### src/logic/smbus_ext_pkg.sv
// Contract
// - Alert works only in interrupt mode with active-low polarity.
// - Start plus address 00011001; an alerting slave acknowledges it.
// - Then the device sends address 1001 and the select pin levels.
// - Eighth bit is one for an upper-limit trip, zero for a lower one.
// - Losing arbitration means no acknowledge and the alert stays asserted.
// - The winner releases its alert after sending its address byte.
// - SCL low past the stuck limit resets the interface and releases SDA.
// - After a timeout reset a new Start is taken before the maximum limit.
// - General call acknowledged only with write bit; then a command.
// - Command 04h re-samples the address pins.
// - Command 06h re-latches pins and resets registers within reset time.
// - Mode select zero (reset default) is comparator; one is interrupt.
package smbus_ext_pkg;
    localparam int unsigned CLK_HZ = 50_000_000;
    localparam logic [7:0] ALERT_RESP_ADDR = 8'h19;
    localparam logic [3:0] DEV_ADDR_HI = 4'h9;
    localparam logic [7:0] GEN_CALL_WRITE = 8'h00;
    localparam logic [7:0] CMD_RELATCH = 8'h04;
    localparam logic [7:0] CMD_RESET = 8'h06;
    localparam int unsigned STUCK_MS = 25;
    localparam int unsigned STUCK_CYCLES = STUCK_MS * (CLK_HZ / 1000);
    localparam int unsigned RESET_BUSY_US = 500;
    localparam int unsigned RESET_BUSY_CYCLES =
        RESET_BUSY_US * (CLK_HZ / 1_000_000);
    localparam logic [2:0] ADDR_PINS_RESET = 3'h0;
    localparam logic [1:0] PIN_SETTLE_CYCLES = 2'h3;
    typedef enum logic [3:0] {
        ST_IDLE = 4'h0,
        ST_ADDR = 4'h1,
        ST_ADDR_ACK = 4'h2,
        ST_SEND = 4'h3,
        ST_SEND_ACK = 4'h4,
        ST_CMD = 4'h5,
        ST_CMD_ACK = 4'h6,
        ST_IGNORE = 4'h7
    } link_state_t;
endpackage

### src/logic/pin_sync.sv
`timescale 1ns/10ps
`default_nettype none
module pin_sync #(
    parameter int WIDTH = 1
) (
    input wire logic core_clk_i,
    input wire logic rst_i,
    input wire logic [WIDTH-1:0] async_i,
    output logic [WIDTH-1:0] sync_o
);
    logic [WIDTH-1:0] stage1;
    always_ff @(posedge core_clk_i) begin
        if (rst_i) begin
            stage1 <= '1;
            sync_o <= '1;
        end else begin
            stage1 <= async_i;
            sync_o <= stage1;
        end
    end
endmodule
`default_nettype wire

### src/logic/smbus_alert_timeout_gencall.sv
`timescale 1ns/10ps
`default_nettype none
module smbus_alert_timeout_gencall #(
    parameter int unsigned STUCK_CYCLES = smbus_ext_pkg::STUCK_CYCLES,
    parameter int unsigned BUSY_CYCLES = smbus_ext_pkg::RESET_BUSY_CYCLES
) (
    input wire logic core_clk_i,
    input wire logic rst_i,
    input wire logic scl_i,
    input wire logic sda_i,
    output logic sda_o,
    output logic sda_oe_n_o,
    input wire logic [2:0] address_select_pins_i,
    input wire logic alarm_mode_select_i,
    input wire logic alarm_polarity_i,
    input wire logic alarm_event_i,
    input wire logic alarm_upper_i,
    output logic alert_o,
    output logic alert_oe_n_o,
    output logic regs_reset_o,
    output logic busy_o,
    output logic [2:0] dev_addr_low_o
);
    logic [4:0] pins_s;
    logic scl, sda, scl_d, sda_d;
    pin_sync #(.WIDTH(5)) u_sync (
        .core_clk_i(core_clk_i),
        .rst_i(rst_i),
        .async_i({address_select_pins_i, scl_i, sda_i}),
        .sync_o(pins_s)
    );
    assign scl = pins_s[1];
    assign sda = pins_s[0];

    smbus_ext_pkg::link_state_t state;
    logic [7:0] shreg;
    logic [3:0] bitcnt;
    logic alert_pend, alert_lim, is_gc, won, drive_low;
    logic [31:0] stuck_cnt, busy_cnt;
    logic [2:0] addr_lat;
    logic relatch_pend;
    logic [1:0] settle_cnt;

    wire start_c = scl && scl_d && sda_d && !sda;
    wire stop_c = scl && scl_d && !sda_d && sda;
    wire scl_rise = scl && !scl_d;
    wire scl_fall = !scl && scl_d;
    wire stuck = (stuck_cnt >= STUCK_CYCLES - 1);
    wire alert_en = alarm_mode_select_i && !alarm_polarity_i;
    wire [7:0] next_shreg = {shreg[6:0], sda};
    wire [7:0] resp_byte = {smbus_ext_pkg::DEV_ADDR_HI, addr_lat, alert_lim};
    wire is_ara = shreg == smbus_ext_pkg::ALERT_RESP_ADDR;
    wire is_gcw = shreg == smbus_ext_pkg::GEN_CALL_WRITE;
    wire is_cmd_relatch = next_shreg == smbus_ext_pkg::CMD_RELATCH;
    wire is_cmd_reset = next_shreg == smbus_ext_pkg::CMD_RESET;
    wire cmd_done = state == smbus_ext_pkg::ST_CMD && scl_rise
                    && bitcnt == 4'h7;
    wire pins_settled = settle_cnt == smbus_ext_pkg::PIN_SETTLE_CYCLES;

    always_ff @(posedge core_clk_i) begin
        if (rst_i) begin
            scl_d <= 1'b1;
            sda_d <= 1'b1;
        end else begin
            scl_d <= scl;
            sda_d <= sda;
        end
    end

    // Bus stuck counter
    always_ff @(posedge core_clk_i) begin
        if (rst_i || scl) begin
            stuck_cnt <= 32'h0;
        end else if (!stuck) begin
            stuck_cnt <= stuck_cnt + 32'h1;
        end
    end

    // Alert latch: a new event wins over the response clear but not over a register reset
    always_ff @(posedge core_clk_i) begin
        if (rst_i || regs_reset_o) begin
            alert_pend <= 1'b0;
            alert_lim <= 1'b0;
        end else if (alarm_event_i && alert_en) begin
            alert_pend <= 1'b1;
            alert_lim <= alarm_upper_i;
        end else if (!alert_en) begin
            alert_pend <= 1'b0;
        end else if (state == smbus_ext_pkg::ST_SEND_ACK && won
                     && scl_fall && !is_gc) begin
            alert_pend <= 1'b0;
        end
    end

    // Pin settle counter: synchroniser still shows its reset level
    always_ff @(posedge core_clk_i) begin
        if (rst_i) begin
            settle_cnt <= 2'h0;
        end else if (!pins_settled) begin
            settle_cnt <= settle_cnt + 2'h1;
        end
    end

    // Address latch and general call reset pulse
    always_ff @(posedge core_clk_i) begin
        if (rst_i) begin
            relatch_pend <= 1'b1;
            addr_lat <= smbus_ext_pkg::ADDR_PINS_RESET;
            busy_cnt <= 32'h0;
        end else begin
            if (relatch_pend && pins_settled) begin
                addr_lat <= pins_s[4:2];
                relatch_pend <= 1'b0;
            end
            if (cmd_done) begin
                if (is_cmd_relatch || is_cmd_reset) begin
                    relatch_pend <= 1'b1;
                end
                if (is_cmd_reset) begin
                    busy_cnt <= BUSY_CYCLES;
                end
            end else if (busy_cnt != 32'h0) begin
                busy_cnt <= busy_cnt - 32'h1;
            end
        end
    end
    assign busy_o = busy_cnt != 32'h0;
    assign regs_reset_o = busy_cnt == BUSY_CYCLES;
    assign dev_addr_low_o = addr_lat;

    // Serial state machine
    always_ff @(posedge core_clk_i) begin
        if (rst_i || stuck) begin
            state <= smbus_ext_pkg::ST_IDLE;
            drive_low <= 1'b0;
            bitcnt <= 4'h0;
            shreg <= 8'h00;
            is_gc <= 1'b0;
            won <= 1'b0;
        end else if (start_c) begin
            state <= smbus_ext_pkg::ST_ADDR;
            drive_low <= 1'b0;
            bitcnt <= 4'h0;
        end else if (stop_c) begin
            state <= smbus_ext_pkg::ST_IDLE;
            drive_low <= 1'b0;
        end else begin
            unique case (state)
                smbus_ext_pkg::ST_IDLE, smbus_ext_pkg::ST_IGNORE: begin
                    drive_low <= 1'b0;
                end
                smbus_ext_pkg::ST_ADDR, smbus_ext_pkg::ST_CMD: begin
                    if (scl_rise) begin
                        shreg <= next_shreg;
                        bitcnt <= bitcnt + 4'h1;
                    end
                    if (scl_fall && bitcnt == 4'h8) begin
                        bitcnt <= 4'h0;
                        if (state == smbus_ext_pkg::ST_CMD) begin
                            state <= smbus_ext_pkg::ST_CMD_ACK;
                            drive_low <= 1'b1;
                        end else if (is_ara && alert_pend && alert_en) begin
                            state <= smbus_ext_pkg::ST_ADDR_ACK;
                            drive_low <= 1'b1;
                            is_gc <= 1'b0;
                        end else if (is_gcw && !busy_o) begin
                            state <= smbus_ext_pkg::ST_ADDR_ACK;
                            drive_low <= 1'b1;
                            is_gc <= 1'b1;
                        end else begin
                            state <= smbus_ext_pkg::ST_IGNORE;
                        end
                    end
                end
                smbus_ext_pkg::ST_ADDR_ACK: begin
                    if (scl_fall) begin
                        if (is_gc) begin
                            state <= smbus_ext_pkg::ST_CMD;
                            drive_low <= 1'b0;
                        end else begin
                            state <= smbus_ext_pkg::ST_SEND;
                            shreg <= resp_byte;
                            drive_low <= !resp_byte[7];
                            won <= 1'b1;
                        end
                    end
                end
                smbus_ext_pkg::ST_SEND: begin
                    if (scl_rise && drive_low == 1'b0 && !sda) begin
                        won <= 1'b0;
                        state <= smbus_ext_pkg::ST_IGNORE;
                    end else if (scl_fall) begin
                        shreg <= {shreg[6:0], 1'b1};
                        bitcnt <= bitcnt + 4'h1;
                        drive_low <= !shreg[6] && bitcnt != 4'h7;
                        if (bitcnt == 4'h7) begin
                            state <= smbus_ext_pkg::ST_SEND_ACK;
                        end
                    end
                end
                smbus_ext_pkg::ST_SEND_ACK: begin
                    if (scl_fall) begin
                        state <= smbus_ext_pkg::ST_IGNORE;
                    end
                end
                smbus_ext_pkg::ST_CMD_ACK: begin
                    if (scl_fall) begin
                        state <= smbus_ext_pkg::ST_IGNORE;
                        drive_low <= 1'b0;
                    end
                end
                default: begin
                    state <= smbus_ext_pkg::ST_IDLE;
                end
            endcase
        end
    end

    assign sda_o = 1'b0;
    assign sda_oe_n_o = !drive_low;
    assign alert_o = 1'b0;
    assign alert_oe_n_o = !alert_pend;
endmodule
`default_nettype wire

### config.mk
export PLATFORM = sky130hd
export DESIGN_NAME = smbus_alert_timeout_gencall
export DESIGN_NICKNAME = d
export VERILOG_FILES = /design/src/logic/smbus_ext_pkg.sv /design/src/logic/pin_sync.sv /design/src/logic/smbus_alert_timeout_gencall.sv
export SDC_FILE = /design/constraint.sdc
export NUM_CORES = 1
export LEC_CHECK = 0
export ABC_AREA = 1
export BUFFER_PORTS_ARGS = -buffer_cell sky130_fd_sc_hd__buf_2
export CORE_UTILIZATION = 60
export DETAILED_ROUTE_END_ITERATION = 6
export PLACE_DENSITY = 0.78
export SYNTH_ARGS = -nofsm -noshare
export SYNTH_HDL_FRONTEND = slang
export SYNTH_SLANG_ARGS = --single-unit
### constraint.sdc
create_clock -name core_clk_i -period 3.3 [get_ports core_clk_i]
set_input_delay 0 -clock core_clk_i [delete_from_list [all_inputs] [get_ports core_clk_i]]
set_output_delay 0 -clock core_clk_i [all_outputs]
set_load 0.05 [all_outputs]
==> results.md <==
- Post-Place Cell Area: 5702 um2
- Final Instance Area: 6050 um2
- Placer Congestion: roughly 0.95
- Largest net degree at the start of global routing: 47
- DRC viols: 0
- Initial Util: 63.01%
- First-pass GRT wire length: 22290 um
- Vias in the first global route: just under 5000
- Mux contribution to synthesized area: 0%
- Simple logic cell fraction of the synthesized area: 38.20%
- Slew @ Worst Pin: 0.9057 ns
- Largest family of logic cells by synthesized area: simple AND/OR/NAND/NOR gates
- Xor-xnor portion of the synthesized cell area: between 5 and 6%
- IO buf count: 17
- Height of the die: 98.40 um
- Worst-path maximum fanout: 32
- Die width: 98.40 um
- Max-cap violations: 0
- Share of layout cells above drive strength 1: slightly below 9%
- # rows: 34
- Die area: 9682 um2
- Synth unique cells: 43
- Compound-Gate Fraction of Synth Area: 10.50%
- Period minus WS final: 2.581 ns
- Ant diodes: 0
- Crit path kind: register to register
- Pwr dens: 936.3 nW/um2
- Ports: 20
- Clk sinks: 102
- Routed Antenna Nets: 0
- Worst Hold Class: primary input to register
- CP arrival: 2.83 ns
- Syn Inst Count: 847
- Via count: 5383
- Required time worst endpoint: 3.55 ns
- Area growth, synth to finish: 8.505%
- Final setup viols: 0
- FILL cells: 779
- CTS buffer count: 9
- Initial antenna violation count: 0
- Fmax: 387.5 MHz
- Worst slew margin: around two fifths
- Clock Tree Root: clkbuf_8
- Synthesized area: 5575 um2
- Most frequent cells in the layout: nand2_1 (228), nor2_1 (148), dfxtp_1 (102), inv_1 (68), a21oi_1 (68)
- Post-synth top area cell: dfxtp_1
- Max IR drop VDD: a little under 0.7 mV
- Synth top area cells: dfxtp_1 (37%), nand2_1 (15%), nor2_1 (10%), a21oi_1 (6.1%), inv_1 (4.6%)
- Yosys top cell area share: 36.62%
- Hold Fails Final Rpt: 0
- Setup crit start kind: register
- H-tree depth: 3
- Clock Skew: 0.01612 ns
- Syn Area/Cell: 6.582 um2
- Run status: completed
- Initial drt markers: 320
- WL per Instance: 13.16 um
- Area share of fa/ha/maj cells after synthesis: 1.346%
- Most common cell after layout, fill and taps aside: nand2_1
- Nets: between 800 and 900
- Yosys warning total: 0
- Vias per std cell: 5.487
- Seq/Total Area, Yosys: a little over a third
- Core area: 8848 um2
- Crit share post-route: 78.21%
- Total gr overflow: 0
- Clock Latency Late Sink: 0.38 ns
- Setup TNS: 0 ns
- RSZ-0062 raised after global routing: false
- CTS max path bufs: 2
- Pins Over Slew Limit: 0
- Total GRT Usage: 28.41%
- Setup Buffers After CTS: 0
- Detail Placement HPWL: approximately 9400 um
- CTS tree: done
- Drt first pass iters: 7
- #FFs+latches synth: ~100
- CP Capture Type: register
- Clk slew on worst S/H paths: 0.12 ns
- Total Wirelength: 12910 um
- P_leak: 0.002509 uW
[routing by layer]
metal	global-route usage [%]	share of wire (%)	up-vias
li1	-	-	2754
met1	36.88	46	2445
met2	46.86	46	159
met3	4.796	5.7	25
met4	11.94	2.1	0
met5	0	0	-
[worst max-delay path, cell delays in order, from the launching register on]
cell	delay, ns
dfxtp_1	0.40
ha_1	0.22
nand2_1	0.06
nor2_1	0.24
nand4_4	0.25
clkinv_2	0.28
nand3_1	0.14
nand2_2	0.31
inv_2	0.30
nand2_1	0.15
a21oi_1	0.07
[final timing paths]
path | start | end | slack, ns | cells after the start
worst min-delay path | alarm_polarity_i | is_gc$_SDFFE_PP0P_ | 0.08 | 5
worst max-delay path | bitcnt[0]$_SDFFE_PP0P_ | busy_cnt[14]$_SDFFE_PP0P_ | 0.72 | 10
worst min register to register | u_sync.stage1[4]$_SDFF_PP1_ | u_sync.sync_o[4]$_SDFF_PP1_ | 0.40 | 1
worst max register to register | bitcnt[0]$_SDFFE_PP0P_ | busy_cnt[14]$_SDFFE_PP0P_ | 0.72 | 10
[per-stage QoR]
step | hold WS, ns | total power, uW | instances | setup slack (ns) | util (%)
2_1_floorplan | 0.1038 | 4068 | 848 | 1.579 | -
3_3_place_gp | 0.1813 | 4594 | 954 | 0.8332 | 64.44
3_5_place_dp | 0.1874 | 4664 | 954 | 0.7538 | 64.44
4_1_cts | 0.06578 | 5620 | 981 | 0.7462 | 68.37
5_1_grt | 0.09859 | 6183 | 981 | 0.4193 | 68.37
6_report | 0.07591 | 5664 | 981 | 0.7192 | 68.37
[flip-flops by register name (all words and copies together) (netlist names)]
name            flops
is_gc               1
scl_d               1
drive_low           1
alert_pend          1
u_sync.sync_o       5
relatch_pend        1
shreg               8
busy_cnt           32
u_sync.stage1       5
bitcnt              4
dev_addr_low_o      3
won                 1
state               3
sda_d               1
stuck_cnt          32
settle_cnt          2
alert_lim           1
[synthesized netlist by cell type (all sizes together)]
master and count:
nor2 153, clkinv 2, a21oi 69, buf 12, or2 16, nor4 8, a21o 1, or4 1
o211ai 2, dfxtp 102, and2 1, conb 1, nand3b 1, and3 1, a21boi 1, xor2 26
o21bai 4, a31oi 1, ha 6, xnor2 11, inv 73, o22ai 1, o21ai 32, nand3 43
nand4 25, clkbuf 11, nor3 10, nand2 233
[final cells by class]
type / count / area [um2] / share of cell area [%]
clock inverter: 7 / 113.9 / 1.882
multi-input combinational: 648 / 3122 / 51.60
clock buffer: 9 / 123.9 / 2.048
timing repair buffer: 32 / 225.2 / 3.723
sequential: 102 / 2042 / 33.75
inverter: 75 / 287.8 / 4.757
tap: 108 / 135.1 / 2.234
[logic make-up after synthesis]
| family | Yosys count |
|---|---|
| compound gates | 111 |
| other cells | 1 |
| buf+inv | 98 |
| xor+xnor | 37 |
| simple gates | 492 |
| flops | 102 |
| fa+ha+maj | 6 |
[power by group]
part	internal, uW	switching [uW]
sequential	1470	284
combinational	985	2000
clock	446	483
total	2900	2760
[what timing repair did]
item	4_1_cts	5_1_grt
hold endpoints to repair	7	0
setup endpoints to repair	0	0
gates resized for setup	0	0
hold buffers	11	0
Power figures use the tool's default switching activity.
